### src/timer16_defines.vh
// Offsets, field positions, reset values and timing counts of the 16-bit timer
`ifndef TIMER16_DEFINES_VH
`define TIMER16_DEFINES_VH

// ----------------------------------------------------------------------------
// Register offsets on the 8-bit I/O bus
// ----------------------------------------------------------------------------
`define OFS_CONTROL_A      6'h00
`define OFS_CONTROL_B      6'h01
`define OFS_COUNTER_LOWER  6'h02
`define OFS_COUNTER_UPPER  6'h03
`define OFS_CAPTURE_LOWER  6'h04
`define OFS_CAPTURE_UPPER  6'h05
`define OFS_FLAGS          6'h06
`define OFS_MASK           6'h07
`define OFS_COMPARATOR_SEL 6'h08

// ----------------------------------------------------------------------------
// Field positions
// ----------------------------------------------------------------------------
`define CTRLA_MODE_LO      1:0
`define CTRLB_FILTER_BIT   7
`define CTRLB_EDGE_BIT     6
`define CTRLB_MODE_HI      4:3
`define CTRLB_CLKSEL       2:0
`define FLAG_OVERFLOW_BIT  0
`define FLAG_CAPTURE_BIT   5
`define CMPSEL_BIT         0

// ----------------------------------------------------------------------------
// Reset values and fixed tops
// ----------------------------------------------------------------------------
`define RESET_BYTE         8'h00
`define RESET_WORD         16'h0000
`define TOP_MAX            16'hFFFF
`define TOP_8BIT           16'h00FF
`define TOP_9BIT           16'h01FF
`define TOP_10BIT          16'h03FF

// ----------------------------------------------------------------------------
// Clock select codes and timing counts
// ----------------------------------------------------------------------------
`define CS_STOP            3'h0
`define CS_DIV1            3'h1
`define CS_DIV8            3'h2
`define CS_DIV64           3'h3
`define CS_DIV256          3'h4
`define CS_DIV1024         3'h5
`define CS_EXT_FALL        3'h6
`define CS_EXT_RISE        3'h7
`define FILTER_SAMPLES     4

`endif

### src/input_conditioner.v
// Two-stage synchroniser followed by an optional four-sample noise filter
`timescale 1ns/10ps
`include "timer16_defines.vh"

module input_conditioner (
  input  wire clock,
  input  wire nrst,
  input  wire raw_in,
  input  wire filter_on,
  output reg  level_out
);

  reg                          sync_a;
  reg                          sync_b;
  reg [`FILTER_SAMPLES-1:0]    history;

  // ----------------------------------------------------------------------------
  // Synchroniser; sync_a is read only by sync_b
  // ----------------------------------------------------------------------------
  always @(posedge clock or negedge nrst) begin
    if (!nrst) begin
      sync_a <= 1'b0;
      sync_b <= 1'b0;
    end else begin
      sync_a <= raw_in;
      sync_b <= sync_a;
    end
  end

  // ----------------------------------------------------------------------------
  // Filter: output follows only after four equal samples, on the system clock
  // ----------------------------------------------------------------------------
  always @(posedge clock or negedge nrst) begin
    if (!nrst) begin
      history   <= {`FILTER_SAMPLES{1'b0}};
      level_out <= 1'b0;
    end else begin
      history <= {history[`FILTER_SAMPLES-2:0], sync_b};
      if (!filter_on)
        level_out <= sync_b;
      else if (&history)
        level_out <= 1'b1;
      else if (~|history)
        level_out <= 1'b0;
    end
  end

endmodule // input_conditioner

### src/timer16_counter_capture.v
// 16-bit timer counter with shared upper-byte holding register and input capture
`timescale 1ns/10ps
`include "timer16_defines.vh"

module timer16_counter_capture #(
  parameter INSTANCE_ONE = 1
) (
  input  wire        clock,
  input  wire        nrst,
  input  wire [5:0]  io_addr,
  input  wire [7:0]  io_wdata,
  input  wire        io_wr,
  input  wire        io_rd,
  output reg  [7:0]  io_rdata,
  input  wire        capture_pin,
  input  wire        comparator_output,
  input  wire        ext_clock_pin,
  input  wire [15:0] compare_a_top,
  input  wire        overflow_irq_ack,
  input  wire        capture_irq_ack,
  output reg         overflow_irq,
  output reg         capture_irq,
  output reg  [15:0] count_value,
  output reg         top_hit,
  output reg         bottom_hit,
  output reg         count_down
);

  reg  [7:0]  control_reg_a;
  reg  [7:0]  control_reg_b;
  reg  [7:0]  holding_byte;
  reg  [15:0] capture_value;
  reg         overflow_flag;
  reg         capture_flag;
  reg         overflow_irq_enable;
  reg         capture_irq_enable;
  reg         comparator_capture_select;
  reg  [9:0]  prescale;
  reg         ext_prev;
  reg         capture_prev;
  reg  [15:0] next_count;
  reg         next_down;
  reg         overflow_event;
  reg         timer_tick;
  reg  [15:0] top_value;
  wire [3:0]  waveform_mode_field;
  wire [2:0]  clock_select_field;
  wire        ext_level;
  wire        pin_level;
  wire        cmp_level;
  wire        capture_level;
  wire        capture_edge;
  wire        capture_top_mode;
  wire        phase_mode;
  wire        fast_mode;
  wire        ctc_mode;
  wire        wr_cnt_low;
  wire        wr_cap_low;
  wire        next_overflow_flag;
  wire        next_capture_flag;

  // ----------------------------------------------------------------------------
  // Control fields
  // ----------------------------------------------------------------------------
  assign waveform_mode_field = {control_reg_b[`CTRLB_MODE_HI],
                                control_reg_a[`CTRLA_MODE_LO]};
  assign clock_select_field  = control_reg_b[`CTRLB_CLKSEL];

  // Mode classes; 13 is reserved and runs as normal
  assign capture_top_mode = (waveform_mode_field == 4'h8) || (waveform_mode_field == 4'hA) ||
                            (waveform_mode_field == 4'hC) || (waveform_mode_field == 4'hE);
  assign phase_mode = (waveform_mode_field >= 4'h1 && waveform_mode_field <= 4'h3) ||
                      (waveform_mode_field >= 4'h8 && waveform_mode_field <= 4'hB);
  assign fast_mode  = (waveform_mode_field >= 4'h5 && waveform_mode_field <= 4'h7) ||
                      (waveform_mode_field == 4'hE) || (waveform_mode_field == 4'hF);
  assign ctc_mode   = (waveform_mode_field == 4'h4) || (waveform_mode_field == 4'hC);

  // Top of sequence per mode
  always @* begin
    case (waveform_mode_field)
      4'h1, 4'h5:             top_value = `TOP_8BIT;
      4'h2, 4'h6:             top_value = `TOP_9BIT;
      4'h3, 4'h7:             top_value = `TOP_10BIT;
      4'h4, 4'h9, 4'hB, 4'hF: top_value = compare_a_top;
      4'h8, 4'hA, 4'hC, 4'hE: top_value = capture_value;
      default:                top_value = `TOP_MAX;
    endcase
  end

  // ----------------------------------------------------------------------------
  // Pin conditioning: every outside level is synchronised first
  // ----------------------------------------------------------------------------
  input_conditioner u_ext_clock (
    .clock     (clock),
    .nrst      (nrst),
    .raw_in    (ext_clock_pin),
    .filter_on (1'b0),
    .level_out (ext_level)
  );

  input_conditioner u_capture_pin (
    .clock     (clock),
    .nrst      (nrst),
    .raw_in    (capture_pin),
    .filter_on (control_reg_b[`CTRLB_FILTER_BIT]),
    .level_out (pin_level)
  );

  input_conditioner u_comparator (
    .clock     (clock),
    .nrst      (nrst),
    .raw_in    (comparator_output),
    .filter_on (control_reg_b[`CTRLB_FILTER_BIT]),
    .level_out (cmp_level)
  );

  // Source switch can itself look like an edge; software clears the flag after
  assign capture_level = (INSTANCE_ONE != 0 && comparator_capture_select) ?
                         cmp_level : pin_level;
  // Edge detector is idle while capture_value defines top
  assign capture_edge = !capture_top_mode &&
                        (control_reg_b[`CTRLB_EDGE_BIT] ?
                         (capture_level && !capture_prev) :
                         (!capture_level && capture_prev));

  // ----------------------------------------------------------------------------
  // Clock select: prescaler taps and synchronised external edges
  // ----------------------------------------------------------------------------
  always @* begin
    case (clock_select_field)
      `CS_STOP:     timer_tick = 1'b0;
      `CS_DIV1:     timer_tick = 1'b1;
      `CS_DIV8:     timer_tick = &prescale[2:0];
      `CS_DIV64:    timer_tick = &prescale[5:0];
      `CS_DIV256:   timer_tick = &prescale[7:0];
      `CS_DIV1024:  timer_tick = &prescale[9:0];
      `CS_EXT_FALL: timer_tick = ext_prev && !ext_level;
      `CS_EXT_RISE: timer_tick = !ext_prev && ext_level;
      default:      timer_tick = 1'b0;
    endcase
  end

  always @(posedge clock or negedge nrst) begin
    if (!nrst) begin
      prescale     <= 10'h000;
      ext_prev     <= 1'b0;
      capture_prev <= 1'b0;
    end else begin
      prescale     <= prescale + 10'h001;
      ext_prev     <= ext_level;
      capture_prev <= capture_level;
    end
  end

  // ----------------------------------------------------------------------------
  // Counter sequence
  // ----------------------------------------------------------------------------
  assign wr_cnt_low = io_wr && (io_addr == `OFS_COUNTER_LOWER);
  assign wr_cap_low = io_wr && (io_addr == `OFS_CAPTURE_LOWER) && capture_top_mode;

  always @* begin
    next_count     = count_value;
    next_down      = count_down;
    overflow_event = 1'b0;
    if (wr_cnt_low) begin
      next_count = {holding_byte, io_wdata};
    end else if (timer_tick) begin
      if (phase_mode) begin
        if (!count_down) begin
          if (count_value >= top_value) begin
            next_down  = 1'b1;
            next_count = count_value - 16'h0001;
          end else begin
            next_count = count_value + 16'h0001;
          end
        end else if (count_value == `RESET_WORD) begin
          next_down      = 1'b0;
          next_count     = 16'h0001;
          overflow_event = 1'b1;
        end else begin
          next_count = count_value - 16'h0001;
        end
      end else if (fast_mode || ctc_mode) begin
        next_down = 1'b0;
        if (count_value == top_value) begin
          next_count     = `RESET_WORD;
          overflow_event = fast_mode;
        end else begin
          next_count     = count_value + 16'h0001;
          overflow_event = (count_value == `TOP_MAX);
        end
      end else begin
        next_down      = 1'b0;
        next_count     = count_value + 16'h0001;
        overflow_event = (count_value == `TOP_MAX);
      end
    end
  end

  always @(posedge clock or negedge nrst) begin
    if (!nrst) begin
      count_value <= `RESET_WORD;
      count_down  <= 1'b0;
      top_hit     <= 1'b0;
      bottom_hit  <= 1'b0;
    end else begin
      count_value <= next_count;
      count_down  <= next_down;
      top_hit     <= (next_count == top_value);
      bottom_hit  <= (next_count == `RESET_WORD);
    end
  end

  // ----------------------------------------------------------------------------
  // Flags: a setting event wins over a clear in the same cycle
  // ----------------------------------------------------------------------------
  assign next_overflow_flag = overflow_event ||
    (overflow_flag && !overflow_irq_ack &&
     !(io_wr && io_addr == `OFS_FLAGS && io_wdata[`FLAG_OVERFLOW_BIT]));
  assign next_capture_flag = capture_edge ||
    (capture_flag && !capture_irq_ack &&
     !(io_wr && io_addr == `OFS_FLAGS && io_wdata[`FLAG_CAPTURE_BIT]));

  always @(posedge clock or negedge nrst) begin
    if (!nrst) begin
      overflow_flag <= 1'b0;
      capture_flag  <= 1'b0;
      overflow_irq  <= 1'b0;
      capture_irq   <= 1'b0;
    end else begin
      overflow_flag <= next_overflow_flag;
      capture_flag  <= next_capture_flag;
      overflow_irq  <= next_overflow_flag && overflow_irq_enable;
      capture_irq   <= next_capture_flag && capture_irq_enable;
    end
  end

  // ----------------------------------------------------------------------------
  // Capture register: hardware capture, or CPU write in capture-top modes
  // ----------------------------------------------------------------------------
  always @(posedge clock or negedge nrst) begin
    if (!nrst)
      capture_value <= `RESET_WORD;
    else if (capture_edge)
      capture_value <= count_value;
    else if (wr_cap_low)
      capture_value <= {holding_byte, io_wdata};
  end

  // ----------------------------------------------------------------------------
  // Control, mask and holding register writes
  // ----------------------------------------------------------------------------
  // The holding byte is one register for all words, so an interrupting
  // access between the two halves corrupts the outer access.
  always @(posedge clock or negedge nrst) begin
    if (!nrst) begin
      control_reg_a             <= `RESET_BYTE;
      control_reg_b             <= `RESET_BYTE;
      holding_byte              <= `RESET_BYTE;
      overflow_irq_enable       <= 1'b0;
      capture_irq_enable        <= 1'b0;
      comparator_capture_select <= 1'b0;
    end else begin
      if (io_wr) begin
        case (io_addr)
          `OFS_CONTROL_A: control_reg_a <= io_wdata;
          `OFS_CONTROL_B: control_reg_b <= io_wdata;
          `OFS_COUNTER_UPPER,
          `OFS_CAPTURE_UPPER: holding_byte <= io_wdata;
          `OFS_MASK: begin
            overflow_irq_enable <= io_wdata[`FLAG_OVERFLOW_BIT];
            capture_irq_enable  <= io_wdata[`FLAG_CAPTURE_BIT];
          end
          `OFS_COMPARATOR_SEL:
            comparator_capture_select <= io_wdata[`CMPSEL_BIT] && (INSTANCE_ONE != 0);
          default: ;
        endcase
      end else if (io_rd) begin
        if (io_addr == `OFS_COUNTER_LOWER)
          holding_byte <= count_value[15:8];
        else if (io_addr == `OFS_CAPTURE_LOWER)
          holding_byte <= capture_value[15:8];
      end
    end
  end

  // ----------------------------------------------------------------------------
  // Read data, registered; unmapped offsets read zero
  // ----------------------------------------------------------------------------
  always @(posedge clock or negedge nrst) begin
    if (!nrst) begin
      io_rdata <= `RESET_BYTE;
    end else if (io_rd) begin
      case (io_addr)
        `OFS_CONTROL_A:      io_rdata <= control_reg_a;
        `OFS_CONTROL_B:      io_rdata <= control_reg_b;
        `OFS_COUNTER_LOWER:  io_rdata <= count_value[7:0];
        `OFS_COUNTER_UPPER:  io_rdata <= holding_byte;
        `OFS_CAPTURE_LOWER:  io_rdata <= capture_value[7:0];
        `OFS_CAPTURE_UPPER:  io_rdata <= holding_byte;
        `OFS_FLAGS:          io_rdata <= {2'b00, capture_flag, 4'h0, overflow_flag};
        `OFS_MASK:           io_rdata <= {2'b00, capture_irq_enable, 4'h0,
                                          overflow_irq_enable};
        `OFS_COMPARATOR_SEL: io_rdata <= {7'h00, comparator_capture_select};
        default:             io_rdata <= `RESET_BYTE;
      endcase
    end
  end

endmodule // timer16_counter_capture

### config.mk
export PLATFORM = sky130hd
export DESIGN_NAME = timer16_counter_capture
export DESIGN_NICKNAME = d
export VERILOG_FILES = /design/src/input_conditioner.v /design/src/timer16_counter_capture.v
export VERILOG_INCLUDE_DIRS = /design/src
export SDC_FILE = /design/constraint.sdc
export NUM_CORES = 1
export LEC_CHECK = 0
export BUFFER_PORTS_ARGS = -buffer_cell sky130_fd_sc_hd__buf_2
export CORE_UTILIZATION = 30
export CTS_CLUSTER_DIAMETER = 120
export CTS_CLUSTER_SIZE = 30
export DETAILED_ROUTE_END_ITERATION = 10
export SLEW_MARGIN = 0
export SYNTH_ARGS = -nofsm -noshare
export SYNTH_HDL_FRONTEND = slang
export SYNTH_SLANG_ARGS = --single-unit
### constraint.sdc
create_clock -name clock -period 13.5 [get_ports clock]
set_input_delay 0.675 -clock clock [delete_from_list [all_inputs] [get_ports clock]]
set_output_delay 0.675 -clock clock [all_outputs]
set_load 0.03 [all_outputs]
* Yosys cells after proc, flatten, opt, wreduce, memory -nomap -nowiden
Index checks and enable logic that the tools add are counted.
** Cells by class
- Add/sub/neg operators :: 3
- Magnitude comparators :: 7
- Equality and inequality tests :: 35
- Mux-type cells :: 37
- Bitwise operators :: 1
- Reductions and logical operators :: 66
** Operator list (count)
- two-way mux 16 bit :: 10
- one-hot mux 16 bit (5 select lines) :: 1
- one-hot mux 8 bit (8 select lines) :: 1
- two-way mux 8 bit :: 5
- equality test 16 bit :: 2
- zero test 16 bit :: 2
- equality test 4 bit (second input constant) :: 7
- equality test 6 x 3 -> 1 bit (second input constant) :: 4
- logical AND 1 bit :: 20
- two-way mux 1 bit :: 19
- adder 16 x 1 -> 16 bit (second input constant) :: 1
- equality test 16 bit (second input constant) :: 1
- equality test 4 x 3 -> 1 bit (second input constant) :: 4
- greater-or-equal comparator 16 bit :: 1
- OR reduction 4 bit :: 4
- subtractor 16 x 1 -> 16 bit (second input constant) :: 1
- equality test 3 bit (second input constant) :: 4
- equality test 6 x 2 -> 1 bit (second input constant) :: 2
- adder 10 x 1 -> 10 bit (second input constant) :: 1
- logical OR 1 bit :: 10
- AND reduction 10 bit :: 1
- AND reduction 2 bit :: 5
- zero test 1 bit :: 9
- equality test 4 x 2 -> 1 bit (second input constant) :: 2
- other kinds (24) :: 32
** Word-level totals
- Bits in registers :: 103
- Bits of input ports :: 39
- Output and inout bits :: 29

* Logic depth before layout (Yosys ltp)
Gate-level depths: netlist of the first run.
- Depth in word-level cells :: 11
- Gate-level depth with buffers :: 18
- Depth with buffers taken out :: 16

* By module
Synthesis of the first run repeated with hierarchy kept, for this count alone.
** Unflattened totals
- Cell total of the unflattened synthesis :: 794
- Area, all modules :: 7215.7 um^2
** By module, submodules not included
- timer16_counter_capture :: instances 1, cells an instance 758, area each 6600.1 um^2, sequential area each 2152.1 um^2
- input_conditioner :: instances 3, cells an instance 12, area each 205.2 um^2, sequential area each 175.2 um^2

* Worst setup path after synthesis of the first run
No wires, ideal clock.
- Path kind :: reg-to-reg
- From :: reg control_reg_a[0]
- To :: reg bottom_hit
- Library setup time :: 0.080 ns
- Data arrival time :: 4.369 ns
- Required time :: 13.420 ns
- Path slack :: 9.051 ns
- Stages on the path, launching flop included :: 17
- Path buffers :: 3
- Clock period less this slack :: 4.449 ns
- Path through :: dfrtp_1 > clkbuf_1 > buf_1 > clkbuf_1 > mux2_2 > a21oi_1 > ha_1 > nand4_1 > or3_1 > o311a_4 > a21o_2 > nand2_4 > o221ai_2 > o221a_2 > or4_1 > or4b_1 > nor3_2
** Between the ends
- Word-level cells in the longest chain between the ends :: 10
- Elaborated cells between the ends (all ways) :: 44
- Those cells by class :: 7 x order compare; 15 x eq/ne; 8 x mux; 14 x reduce/logical
** Ends and longest elaborated chain
- start, declared :: line timer16_counter_capture.v:29 : reg [7:0] control_reg_a;
- start signal, assigned :: line timer16_counter_capture.v:257 : control_reg_a <= `RESET_BYTE;
- start signal, assigned :: line timer16_counter_capture.v:266 : `OFS_CONTROL_A: control_reg_a <= io_wdata;
- equality test 4 bit, or another cell as far along :: line timer16_counter_capture.v:80 : case (waveform_mode_field)
- OR reduction 4 bit, or another cell as far along :: line timer16_counter_capture.v:80
- one-hot mux 16 bit (5 select lines) or logical OR 1 bit (tied branches) :: line timer16_counter_capture.v:80, timer16_counter_capture.v:74
- greater-or-equal comparator 16 bit, or another cell as far along :: line timer16_counter_capture.v:170 : if (count_value >= top_value) begin
- two-way mux 16 bit, or another cell as far along :: line timer16_counter_capture.v:170
- two-way mux 16 bit, on equally long branches :: line timer16_counter_capture.v:169, timer16_counter_capture.v:183
- two-way mux 16 bit (*) :: line timer16_counter_capture.v:168 : if (phase_mode) begin
- two-way mux 16 bit (*) :: line timer16_counter_capture.v:167 : end else if (timer_tick) begin
- two-way mux 16 bit (*) :: line timer16_counter_capture.v:165 : if (wr_cnt_low) begin
- named net next_count[4] :: line timer16_counter_capture.v:41 : reg [15:0] next_count;
- zero test 16 bit (no line) (*)
- end signal, assigned :: line timer16_counter_capture.v:210 : bottom_hit <= (next_count == `RESET_WORD);
- end, declared :: line timer16_counter_capture.v:25 : output reg bottom_hit,
The timed path passes the listed nets; every way through them passes the cells marked *.
A chain may end at the register's enable or synchronous reset.

* Worst setup path in the final report of the first run
Same ends and word-level chain as after synthesis.

==> results of run 1 <==
## state kept, by name (all words and copies together) (netlist names), 4 cells and up
signal                 cells
u_comparator.history       4
control_reg_a              8
io_rdata                   8
capture_value             16
u_capture_pin.history      4
count_value               16
holding_byte               8
control_reg_b              8
prescale                  10
## area by class of cell
class                      count  area [um^2]
fill                        2385        14900
inverter                      24         90.1
tap                          313          392
multi-input combinational    613         4230
sequential                   103         2580
clock inverter                 7         97.6
timing repair buffer          82          450
clock buffer                   9          225
## stage by stage
step | worst slack (ns) | instance area (um^2)
after floorplan | 9.05 | 7120
after CTS | 7.94 | 8060
after detailed placement | 7.95 | 7740
final | 7.78 | 8060
after global placement | 8.07 | 7740
after global routing | 7.45 | 8060
## worst reg2reg max path: cells and delay by family (launching register included)
kind | cells | cell delay (ns)
fa+ha+maj | 1 | 0.42
simple gates | 4 | 1.51
flops | 1 | 0.93
buf+inv | 1 | 0.27
compound gates | 8 | 2.52
## cell usage after synthesis (all sizes together), types with 19 or more instances
| library cell | n | area, um^2 |
|---|---|---|
| o21ai | 51 | 270 |
| inv | 24 | 90.1 |
| mux2i | 24 | 240 |
| a22oi | 19 | 143 |
| nor2 | 61 | 236 |
| buf | 20 | 114 |
| nor3 | 24 | 125 |
| o22ai | 19 | 119 |
| clkbuf | 30 | 113 |
| dfrtp | 103 | 2580 |
| nand2 | 87 | 342 |
| mux2 | 35 | 398 |
| nand3 | 24 | 120 |
| a21oi | 37 | 189 |
| ha | 21 | 263 |
## power by group
part | total (mW) | switching, mW | internal, mW | leakage (nW)
Sequential | 0.499 | 0.129 | 0.371 | 1.29
Combinational | 0.691 | 0.428 | 0.262 | 1.86
Clock | 0.286 | 0.135 | 0.151 | 0.159
Total | 1.48 | 0.692 | 0.783 | 3.31
## routing by layer
metal | up-vias | global-route usage [%]
met2 | 345 | 32.7
met4 | 0 | 8.92
li1 | 3050 | -
met3 | 50 | 4.00
met5 | - | 0
met1 | 3251 | 29.7
## cell usage in the layout (no fill, tap or decap), types with 5 or more instances in the layout
cell type and instances:
sky130_fd_sc_hd__nor3b_1 5, sky130_fd_sc_hd__xnor2_1 15, sky130_fd_sc_hd__mux2i_1 24, sky130_fd_sc_hd__a31oi_1 8
sky130_fd_sc_hd__o22ai_1 19, sky130_fd_sc_hd__o221ai_1 8, sky130_fd_sc_hd__buf_4 16, sky130_fd_sc_hd__o21ai_0 45
sky130_fd_sc_hd__a21o_1 13, sky130_fd_sc_hd__nand2b_1 14, sky130_fd_sc_hd__or3_1 12, sky130_fd_sc_hd__clkbuf_16 9
sky130_fd_sc_hd__a222oi_1 6, sky130_fd_sc_hd__xor2_1 7, sky130_fd_sc_hd__nor3_1 23, sky130_fd_sc_hd__inv_1 24
sky130_fd_sc_hd__nand4_1 13, sky130_fd_sc_hd__ha_1 21, sky130_fd_sc_hd__nand2_1 85, sky130_fd_sc_hd__a211oi_1 10
sky130_fd_sc_hd__o21a_1 6, sky130_fd_sc_hd__mux2_2 34, sky130_fd_sc_hd__buf_2 66, sky130_fd_sc_hd__and3_1 6
sky130_fd_sc_hd__nand3_1 24, sky130_fd_sc_hd__a22oi_1 19, sky130_fd_sc_hd__o211ai_1 5, sky130_fd_sc_hd__nor2_1 60
sky130_fd_sc_hd__a21oi_1 36, sky130_fd_sc_hd__dfrtp_1 103
## how the worst min path moves through the flow
stage | startpoint | to | depth (start not counted)
after CTS | nrst | count_value[2]$_DFF_PN0_ | 1
final | nrst | holding_byte[4]$_DFFE_PN0P_ | 1
after global placement | u_comparator.sync_a$_DFF_PN0_ | u_comparator.sync_b$_DFF_PN0_ | 0
after floorplan | u_capture_pin.sync_a$_DFF_PN0_ | u_capture_pin.sync_b$_DFF_PN0_ | 0
after detailed placement | u_comparator.sync_a$_DFF_PN0_ | u_comparator.sync_b$_DFF_PN0_ | 0
after global routing | nrst | holding_byte[4]$_DFFE_PN0P_ | 1
## cells by family after synthesis
family | share of synthesized area [%]
simple gates | 20.5
flops | 36.2
buf+inv | 4.45
mux | 8.97
fa+ha+maj | 3.69
xor+xnor | 2.71
compound gates | 23.5
==> results, run 1 <==
- The flow ran to the end, and the final reports show no timing, DRC or antenna violations.
- The mapped netlist covers about 7100 um^2.
- After synthesis, flip-flops and latches occupy 36.2% of the total area.
- Relative to the synthesized area, the layout overhead comes to 13.3%.
- The CTS tree is done.
- The critical path ends at bottom_hit$_DFF_PN0_.
- The path class of the tightest hold or removal check is input pin to async pin.
- The number of endpoints with negative hold slack in the final report is 0.
- The detailed route wirelength on metal3 is about 2200 um.
- The total chip power is 1.48 mW.
- The initial utilization of the core area, before any placement, comes to 31.1%.
- Synthesis inferred 103 register bits.
- The minimum period implied by the final worst setup slack is 5.72 ns.
- Setup repair after global routing left no endpoint under its margin.
- The post-route antenna net violation count is 0.
- The buffer depth of the longest clock path is 2.
- The clock drives 103 sinks.
- The detailed-routing iteration count for the pre-antenna-repair pass is 5.
- The worst hold slack after final layout is between 0.15 and 0.2 ns.
- The number of gates resized after CTS was 0.
- Setup violations remaining at the end of the flow were counted as 0.
- The detailed router finished its first iteration with 794 violations.
- The number of vias per cell after detailed routing is 5.82.
- The terminus of the critical flop-to-flop path is bottom_hit$_DFF_PN0_.
- During I/O placement, the number of pins put on the boundary was 68.
- The summed negative setup slack over all endpoints is 0 ns.
- The number of nets handed over by synthesis was 850.
- The hold buffer count at CTS is 0.
- The worst setup path is captured at a flip-flop.
- The width of the chip is between 150 and 200 um.
- In the final routed layout, each cell accounts on average for between 20 and 25 um.
- The detailed-routed wire length on met2 is 11200 um.
- In this run, CTS created clock tree buffers numbering 9.
- The pin count of the biggest net entering global routing is between 80 and 90.
- The worst setup path is of the flip-flop to flip-flop kind.
- Static timing analysis puts the maximum clock frequency at 0.175 GHz.
- The biggest cell delay along the critical path is 0.97 ns.
- After clock tree synthesis, the clock-pin slew on the worst setup and hold paths is roughly 0.080 ns.
- The number of different library cells used by synthesis comes to just under 90.
- The worst ir drop on vdd is 62.0 uV.
- The congestion estimate from routability-driven global placement came to 0.959.
- The top flip-flop cell by instance count after synthesis is sky130_fd_sc_hd__dfrtp_1.
- The number of global-route vias before repair is between 6000 and 7000.
- For this block, wires on met1 add up to 11200 um.
- The number of placement rows is 55.
- In this run the clock root is driven by a sky130_fd_sc_hd__clkbuf_16.
- The fraction of final layout cells sized beyond drive strength 1 is 19.5%.
- The buffers plus inverters on the worst setup path is 1.
- The worst register-to-register path begins at control_reg_a[0]$_DFFE_PN0P_.
- During placement, the flow inserted port buffers numbering 67.
- Setup slack on the worst reg-to-reg path comes out at 7.78 ns.
- The area of the die is about 24000 um^2.
- The total number of vias is around 6700.
- The cell family contributing the most delay on the critical path is compound AO/OA/AOI/OAI gates.
- The headroom to the max-slew limit is 18.4%.
- The highest fanout seen on the critical path is 28.
- The half-perimeter wire length of the detailed placement result is 18900 um.
- The largest individual stage delay along the critical path comes from the cell sky130_fd_sc_hd__o311ai_0.
- The final routed DRC violation total is 0.
- The async set-reset flop share out of synthesis is 100%.
- The number of antenna violations at the first check in global routing is 0.
- The post-CTS setup-driven buffer insertion count is 0.
- The topmost layer with routed signal wires is met4.
- For the worst flop-to-flop path, the logic depth is 14.
- The maximum level of the CTS H-tree is 3.
- After global routing the overflow that remains totals 0.
- The analysis attributes to cell leakage a power of 3.31 nW.
- The core region is about 23000 um^2.
- The number of standard cells in the final layout excluding fillers is 1151.
- STA puts the critical path data required time at 13.79 ns.
- Yosys mapped a number of flops with a built-in enable equal to 0.
- The number of stages on the worst setup path is 14.
- The most numerous cell type found on the critical path is sky130_fd_sc_hd__o21a_1.
- The signal on the critical path passes through inv_1 -> o21a_1 -> o311ai_0 -> ha_1 -> a21oi_1 -> o21a_1 -> a2bb2oi_1 -> nand2_4 -> a211oi_1 -> o21ai_2 -> a21boi_4 -> or4_1 -> or4b_1 -> nor3_2.
- The total routing usage reported by global routing is between 20% and 30%.
- The worst-skew pair later-pin latency is between 0.3 and 0.4 ns.
- The worst-case clock skew is 0.00985 ns.
- The global-route wire length before repair is 39200 um.
- The max-cap violation count is 0.
- The cell count after synthesis is 790.
- At the pin with the least slew margin, the transition time is 1.21 ns.
- The number of pins with negative max-slew slack in the final report is 0.
- For this design the ratio of total power to cell area is 183 nW/um^2.
- The routed design has ~25000 um of wire.
- Tracing the worst setup path back leads to its startpoint at control_reg_a[0]$_DFFE_PN0P_.
- The post-synthesis average cell area is 9.01 um^2.
- The critical path startpoint category is a flip-flop.
- The floorplan step set the die height to 156 um.
- The part of the cycle the worst path needs is 42.4%.
- The arrival time of the worst setup path is about 6 ns.
- 0 antenna diodes ended up in the layout.
- Measured on the finished design, the core utilization comes to 35.2%.
- The final layout contains 893 nets.
- For this run, the number of Yosys warnings is 0.
- Once placement completed, the tool counted placed cells totaling around 1100.
No activity file was read; power rests on OpenSTA's default activity.
==> run 2, diff against run 1 <==
==> constraint.sdc (replaced) <==
create_clock -name clock -period 4.8 [get_ports clock]
set_input_delay 0.24 -clock clock [delete_from_list [all_inputs] [get_ports clock]]
set_output_delay 0.24 -clock clock [all_outputs]
set_load 0.03 [all_outputs]
==> results, run 2 (synthesis gave the netlist of run 1 again) <==
- The flow ran to the end, but the final reports show violations.
- The final reports fail on negative hold slack.
- The switching share of power came to 47.6% (+0.69 points).
- The total routing usage reported by global routing came to 22.2% (+0.71 points).
- The number of pins with negative max-slew slack in the final report is 0 (unchanged).
- The worst-case clock skew is 0.0111 ns (+0.00122 ns).
- The worst-case reg-to-reg path depth is 16 (+2).
- The fill cell total of the finished layout is 2358 (-1.1%).
- The biggest cell delay along the critical path is 0.42 ns (-0.55 ns).
- The reg-to-reg startpoint is control_reg_a[0]$_DFFE_PN0P_.
- In this run the worst setup path begins at control_reg_a[0]$_DFFE_PN0P_.
- Setup repair after global routing left no endpoint under its margin.
- The detailed route wirelength on metal3 is 2190 um (+1.3%).
- The worst hold slack after final layout is -0.0207 ns (-0.214 ns).
- The detailed-routing iteration count for the pre-antenna-repair pass is 9 (+4).
- The CTS tree is done.
- The minimum period implied by the final worst setup slack is 4.53 ns (-1.20 ns).
- The largest registers in the layout are capture_value: 16 flops, count_value: 16 flops, prescale: 10 flops.
- The core utilization of the finished layout is 36.4% (+1.2 points).
- The total number of vias was 6951 (+3.8%).
- The die height is 156 um (unchanged).
- The critical path start-end classification is flip-flop to flip-flop.
- The number of failing setup endpoints in the final timing report is 0 (unchanged).
- The maximum level of the CTS H-tree came to 3 (unchanged).
- The fraction of final layout cells sized beyond drive strength 1 is 22.8% (+3.3 points).
- The buffers plus inverters on the worst setup path is 2 (+1).
- The number of buffers created by CTS is 9 (unchanged).
- The buffer depth of the longest clock path is 2 (unchanged).
- The final routed DRC violation total came to 0 (unchanged).
- The final wirelength is 26200 um (+3.3%).
- The number of global-route vias before repair is 6708 (+2.1%).
- The area occupied by multi-input gates is 4250 um^2 (+0.62%).
- The clock network fraction of design power is 18.6% (-0.8 points).
- The register cell area after layout came to 2580 um^2 (about the same).
- The net switching power is 2.04 mW (+200%).
- The area inside the core boundary came to 22900 um^2 (unchanged).
- The end of the critical path is top_hit$_DFF_PN0_.
- The boundary pin count was 68 (unchanged).
- The half-perimeter wire length of the detailed placement result came to 19700 um (+4.4%).
- The required arrival time at the worst endpoint was 5.10 ns (-8.69 ns).
- CTS placed an instance of sky130_fd_sc_hd__clkbuf_16 at the clock tree root.
- The width of the chip came to 156 um (unchanged).
- The minimum setup slack among reg-to-reg paths came to 0.27 ns (-7.50 ns).
- By instance count, the cell type seen most on the critical path is sky130_fd_sc_hd__o21ai_0.
- The headroom to the max-slew limit is 26.0% (+7.6 points).
- The summed negative setup slack over all endpoints was 0 ns (unchanged).
- The iteration-0 DRC count of the detailed router is 703 (-11%).
- The length of routed wiring on met1 was 11300 um (+1.5%).
- In the layout the commonest cells are sky130_fd_sc_hd__dfrtp_1 (102), sky130_fd_sc_hd__nand2_1 (85), sky130_fd_sc_hd__buf_2 (66).
- The number of clock sinks is 103 (unchanged).
- The terminus of the critical flop-to-flop path is top_hit$_DFF_PN0_.
- The worst-skew pair later-pin latency was 0.37 ns (about the same).
- The antenna diode count came to 0 (unchanged).
- The worst ir drop on vdd is 229 uV (+270%).
- The quantity of I/O buffers inserted on ports is 67 (unchanged).
- The master of the slowest instance on the critical path is sky130_fd_sc_hd__dfrtp_1.
- STA classifies the critical path startpoint as a flip-flop.
- The highest fanout seen on the critical path was 16 (-43%).
- The cell family contributing the most delay on the critical path is compound AO/OA/AOI/OAI gates.
- The number of placement rows is 55 (unchanged).
- The share of power burned in combinational logic is 50.3% (+3.5 points).
- The placed instance count came to 1164 (+2.6%).
- The class of the tightest hold or removal check is input pin to async pin.
- The part of the cycle the worst path needs was 94.3% (+52 points).
- The most frequent standard cell in the layout excluding fill and tap cells is sky130_fd_sc_hd__dfrtp_1.
- The global placer's final weighted congestion is 0.999 (+4.2%).
- The post-placement setup slack is 0.0428 ns (-7.90 ns).
- The routed length per placed instance was 22.1 um (+0.53%).
- The CTS clock-pin slew for the worst setup and hold paths was 0.09 ns (about the same).
- The area growth from synthesis to layout is 17.2%.
- The power density over the cells is 515 nW/um^2 (+180%).
- The static leakage came to 3.46 nW (+4.7%).
- The initial core utilization came to 31.1% (unchanged).
- The type of element capturing the critical path is a flip-flop.
- The number of stages on the worst setup path is 16 (+2).
- The arrival time of the worst setup path is 4.83 ns (-1.18 ns).
- The signal on the critical path passes through buf_4 -> and3_1 -> a21oi_1 -> o21ai_0 -> inv_1 -> ha_1 -> nand4_2 -> or3_1 -> o311a_4 -> nand2_4 -> mux2i_1 -> mux2_2 -> a21oi_2 -> o21ai_0 -> a2111oi_1 -> and4b_1.
- The detailed-routed wire length on met2 came to 11500 um (+2.2%).
- The post-route antenna net violation count came to 0 (unchanged).
- The number of vias per cell after detailed routing is 5.88 (+1.0%).
- The slack of the critical path is 0.274 ns (-7.50 ns).
- The upper clock frequency limit is 0.221 GHz (+26%).
- The actual transition at the worst max-transition pin came to 1.11 ns (-0.102 ns).
- The global-route wire length before repair is 40400 um (+3.0%).
- The max-cap violation count is 0 (unchanged).
- The number of endpoints with negative hold slack in the final report was 18 (+18).
- The number of standard cells in the final layout excluding fillers is 1183 (+2.8%).
- The number of antenna violations at the first check in global routing came to 0 (unchanged).
- The area of the die was 24300 um^2 (unchanged).
- The internal cell power came to 2.25 mW (+190%).
- The pin count of the biggest net entering global routing was 68 (-17%).
- The highest layer touched by signal routing is met4.
- The post-layout net count was 925 (+3.6%).
- The global-route congestion overflow total came to 0 (unchanged).
- The sequential share of power is 31.1% (-2.7 points).
run 2: worst min path at each step:
stage	start	to
detailed placement	u_ext_clock.sync_a$_DFF_PN0_	u_ext_clock.sync_b$_DFF_PN0_
finish	nrst	capture_value[12]$_DFFE_PN0P_
CTS	nrst	capture_value[12]$_DFFE_PN0P_
global placement	u_capture_pin.sync_a$_DFF_PN0_	u_capture_pin.sync_b$_DFF_PN0_
floorplan	nrst	bottom_hit$_DFF_PN0_
global route	nrst	capture_value[12]$_DFFE_PN0P_
run 2: layout make-up:
cell class,instances,share of cell area (%)
Timing Repair Buffer,114,8.37
Clock inverter,7,1.22
Sequential cell,103,30.9
Tap cell,313,4.70
Inverter,24,1.08
Clock buffer,9,2.70
Multi-Input combinational cell,613,51.0
run 2: routing by layer:
metal  GRT usage, %  up-vias
met5              0        -
li1               -     3115
met2           33.4      383
met3           3.78       82
met1           30.6     3371
met4           10.8        0
run 2: per-stage QoR:
step | power [mW] | area [um^2]
3_5_place_dp | 3.43 | 7950
6_report | 4.29 | 8340
3_3_place_gp | 3.44 | 7950
2_1_floorplan | 2.69 | 7120
4_1_cts | 4.25 | 8310
5_1_grt | 4.53 | 8340
run 2: power by group through the flow:
stage,Sequential [mW],Clock (mW),Combinational [mW]
2_1_floorplan,1.33,0,1.36
3_3_place_gp,1.34,0,2.09
3_5_place_dp,1.34,0,2.09
4_1_cts,1.33,0.818,2.10
5_1_grt,1.36,0.850,2.32
6_report,1.33,0.801,2.16
run 2: repair_timing:
action / in CTS / in global routing
hold endpoints to repair: 3 / 0
gates resized for setup: 0 / 9
hold buffers: 3 / 0
endpoints found under the setup margin: 0 / 2
buffers inserted: 0 / 0
==> run 3, diff against run 2 <==
--- a/config.mk
+++ b/config.mk
@@ -7,10 +7,13 @@
 export NUM_CORES = 1
 export LEC_CHECK = 0
 export BUFFER_PORTS_ARGS = -buffer_cell sky130_fd_sc_hd__buf_2
+export CORE_ASPECT_RATIO = 0.6
 export CORE_UTILIZATION = 30
+export CTS_BUF_LIST = sky130_fd_sc_hd__clkbuf_2
 export CTS_CLUSTER_DIAMETER = 120
 export CTS_CLUSTER_SIZE = 30
 export DETAILED_ROUTE_END_ITERATION = 10
+export GPL_TIMING_DRIVEN = 0
 export SLEW_MARGIN = 0
 export SYNTH_ARGS = -nofsm -noshare
 export SYNTH_HDL_FRONTEND = slang
==> results, run 3 (synthesis gave the netlist of run 1 again) <==
- The pin count of the biggest net entering global routing is 56 (-18%).
- Among the stages of the critical path, the cell type that occurs most often is sky130_fd_sc_hd__mux2i_1.
- The maximum level of the CTS H-tree came to 3 (unchanged).
- The max-cap violation count is 0 (unchanged).
- The summed negative setup slack over all endpoints is 0 ns (unchanged).
- The detailed-routing iteration count for the pre-antenna-repair pass is 6 (-3).
- The sequential share of power is 31.2% (about the same).
- The actual transition at the worst max-transition pin is 1.24 ns (+0.133 ns).
- The number of failing setup endpoints in the final timing report came to 0 (unchanged).
- The half-perimeter wire length of the detailed placement result was 23200 um (+17%).
- The arrival time of the worst setup path is 5.39 ns (+0.56 ns).
- Setup repair after global routing left no endpoint under its margin.
- Relative to the synthesized area, the layout overhead comes to 20.9%.
- The number of pins with negative max-slew slack in the final report came to 0 (unchanged).
- The power density over the cells is 497 nW/um^2 (-3.6%).
- The fill cell total of the finished layout was 2392 (+1.4%).
- The critical path is of the flip-flop to flip-flop type.
- The initial core utilization was 30.7% (-0.37 points).
- The total routing usage reported by global routing came to 24.7% (+2.5 points).
- The worst-case reg-to-reg path depth is 17 (+1).
- STA classifies the critical path startpoint as a flip-flop.
- The routed length per placed instance is 24.9 um (+13%).
- The buffers plus inverters on the worst setup path is 2 (unchanged).
- The headroom to the max-slew limit is 16.8% (-9.2 points).
- The final wirelength is 30300 um (+16%).
- The number of placement rows is 43 (-22%).
- The width of the chip is 201 um (+29%).
- The number of endpoints with negative hold slack in the final report is 0 (-18).
- The flow ran to the end, and the final reports show no timing, DRC or antenna violations.
- Among all stages on the critical path, the largest delay is contributed by sky130_fd_sc_hd__o21ai_0.
- The CTS tree is done.
- The number of clock sinks is 103 (unchanged).
- The worst-case clock skew is 0.0419 ns (+0.0308 ns).
- The area inside the core boundary came to 23200 um^2 (+1.2%).
- The worst hold slack after final layout is 0.110 ns (+0.131 ns).
- Broken down by cell family, the worst path's largest delay share belongs to compound AO/OA/AOI/OAI gates.
- The internal cell power is 2.06 mW (-8.6%).
- Walking the worst path, the cells encountered are buf_4 -> nor2_4 -> o21ai_1 -> a21oi_2 -> a21oi_4 -> ha_4 -> nand4_1 -> or3_4 -> o311a_4 -> nand2_8 -> buf_12 -> mux2i_1 -> o21ai_0 -> mux2i_1 -> o22ai_1 -> a2111oi_4 -> and4b_1.
- The buffer depth of the longest clock path is 2 (unchanged).
- The worst-skew pair later-pin latency was 0.67 ns (+0.30 ns).
- The number of standard cells in the final layout excluding fillers is 1216 (+2.8%).
- The number of stages on the worst setup path is 17 (+1).
- The fraction of final layout cells sized beyond drive strength 1 came to 24.7% (+1.9 points).
- The global placer's final weighted congestion was 0.977 (-2.2%).
- The worst ir drop on vdd is 236 uV (+3.0%).
- The min-delay analysis places its worst path in the category input pin to async pin.
- The library cells used most frequently in the layout, excluding fill and tap cells, are sky130_fd_sc_hd__dfrtp_1 (99), sky130_fd_sc_hd__nand2_1 (82), sky130_fd_sc_hd__buf_2 (72).
- In the final layout, the registers with the most flip-flops are capture_value: 16 flops, count_value: 16 flops, prescale: 10 flops.
- The clock network fraction of design power came to 9.6% (-9.0 points).
- The global-route wire length before repair is 43700 um (+8.4%).
- The biggest cell delay along the critical path is 0.55 ns (+0.13 ns).
- The net switching power was 2.21 mW (+8.3%).
- The die height was 121 um (-22%).
- The iteration-0 DRC count of the detailed router came to 1114 (+58%).
- The area after detailed placement is 7860 um^2 (-1.2%).
- Leaving out fill and tap cells, the most frequent cell in the layout is sky130_fd_sc_hd__dfrtp_1.
- The static leakage was 3.48 nW (+0.42%).
- The boundary pin count is 68 (unchanged).
- The number of vias per cell after detailed routing is 6.00 (+2.2%).
- The post-layout net count is 954 (+3.1%).
- The library cell used as clock root buffer is sky130_fd_sc_hd__clkbuf_2.
- The total number of vias came to 7302 (+5.0%).
- The required arrival time at the worst endpoint came to 5.42 ns (+0.32 ns).
- The post-route antenna net violation count is 0 (unchanged).
- The area of the die came to 24400 um^2 (about the same).
- The highest fanout seen on the critical path is 10 (-6).
- The share of power burned in combinational logic is 59.2% (+8.9 points).
- The switching share of power is 51.8% (+4.2 points).
- The minimum period implied by the final worst setup slack is 4.77 ns (+0.240 ns).
- The quantity of I/O buffers inserted on ports is 62 (-7.5%).
- The type of element capturing the critical path is a flip-flop.
- The global-route congestion overflow total is 0 (unchanged).
- The number of antenna violations at the first check in global routing is 1 (+1).
- The final routed DRC violation total is 0 (unchanged).
- The number of global-route vias before repair came to 6582 (-1.9%).
- The upper clock frequency limit was 0.210 GHz (-5.0%).
- The part of the cycle the worst path needs is 99.3% (+5.0 points).
- The number of buffers created by CTS came to 9 (unchanged).
- The post-route standard cell area excluding fillers was 8600 um^2 (+3.1%).
- The placed instance count is 1169 (+0.43%).
- The CTS clock-pin slew for the worst setup and hold paths is 0.31 ns (+0.22 ns).
-- run 3: final timing paths --
path | startpoint | end | slack (ns)
min in group clock | io_addr[1] | capture_irq_enable$_DFFE_PN0P_ | 0.12
min | nrst | io_rdata[0]$_DFFE_PN0P_ | 0.11
max reg2reg | control_reg_a[0]$_DFFE_PN0P_ | top_hit$_DFF_PN0_ | 0.03
min reg2reg | u_comparator.sync_a$_DFF_PN0_ | u_comparator.sync_b$_DFF_PN0_ | 0.39
max | control_reg_a[0]$_DFFE_PN0P_ | top_hit$_DFF_PN0_ | 0.03
max in group asynchronous | nrst | control_reg_b[4]$_DFFE_PN0P_ | 3.99
-- run 3: timing repair --
action / in CTS / in global routing
setup buffers: 2 / 12
endpoints found under the setup margin: 10 / 2
pin swaps: 1 / 15
gates resized for setup: 31 / 58
endpoints found under the hold margin: 78 / 0
cloned: 0 / 1
hold buffers: 16 / 0
-- run 3: worst register-to-register path: stages, from the launching register on --
cell and delay [ns]:
sky130_fd_sc_hd__dfrtp_2 0.51, sky130_fd_sc_hd__buf_4 0.19, sky130_fd_sc_hd__nor2_4 0.25, sky130_fd_sc_hd__o21ai_1 0.16
sky130_fd_sc_hd__a21oi_2 0.22, sky130_fd_sc_hd__a21oi_4 0.11, sky130_fd_sc_hd__ha_4 0.31, sky130_fd_sc_hd__nand4_1 0.19
sky130_fd_sc_hd__or3_4 0.39, sky130_fd_sc_hd__o311a_4 0.44, sky130_fd_sc_hd__nand2_8 0.13, sky130_fd_sc_hd__buf_12 0.15
sky130_fd_sc_hd__mux2i_1 0.08, sky130_fd_sc_hd__o21ai_0 0.55, sky130_fd_sc_hd__mux2i_1 0.28, sky130_fd_sc_hd__o22ai_1 0.16
sky130_fd_sc_hd__a2111oi_4 0.35, sky130_fd_sc_hd__and4b_1 0.28
-- run 3: final cells by class --
type / instances / area [um^2] / area share (%)
antenna: 2 / 5.00 / 0.0582
buffer: 48 / 258 / 3.00
clock buffer: 11 / 55.1 / 0.640
clock inverter: 5 / 50.0 / 0.582
inverter: 24 / 90.1 / 1.05
multi-input combinational: 614 / 4540 / 52.8
sequential: 103 / 2580 / 30.0
tap: 315 / 394 / 4.58
timing repair buffer: 94 / 627 / 7.29
-- run 3: stage by stage --
stage               util (%)  power (mW)  setup WS (ns)
CTS                     35.5        3.94        0.00774
detailed placement      33.9        3.47          -1.52
finish                  37.1        4.27         0.0338
global placement        33.7        3.46          -1.69
global route            37.1        4.47        0.00574
floorplan                  -        2.69          0.351
-- run 3: per-layer routing --
layer  track usage (%)  wire length, um
met5                 0                0
met4              4.39              413
met3              9.80             4410
met2              30.5            11000
met1              38.6            14400
-- run 3: power by group through the flow --
stage | registers, mW | clock network, mW | logic, mW
detailed placement | 1.32 | 0 | 2.15
CTS | 1.31 | 0.429 | 2.20
floorplan | 1.33 | 0 | 1.36
global placement | 1.32 | 0 | 2.14
finish | 1.33 | 0.412 | 2.53
global route | 1.35 | 0.465 | 2.65
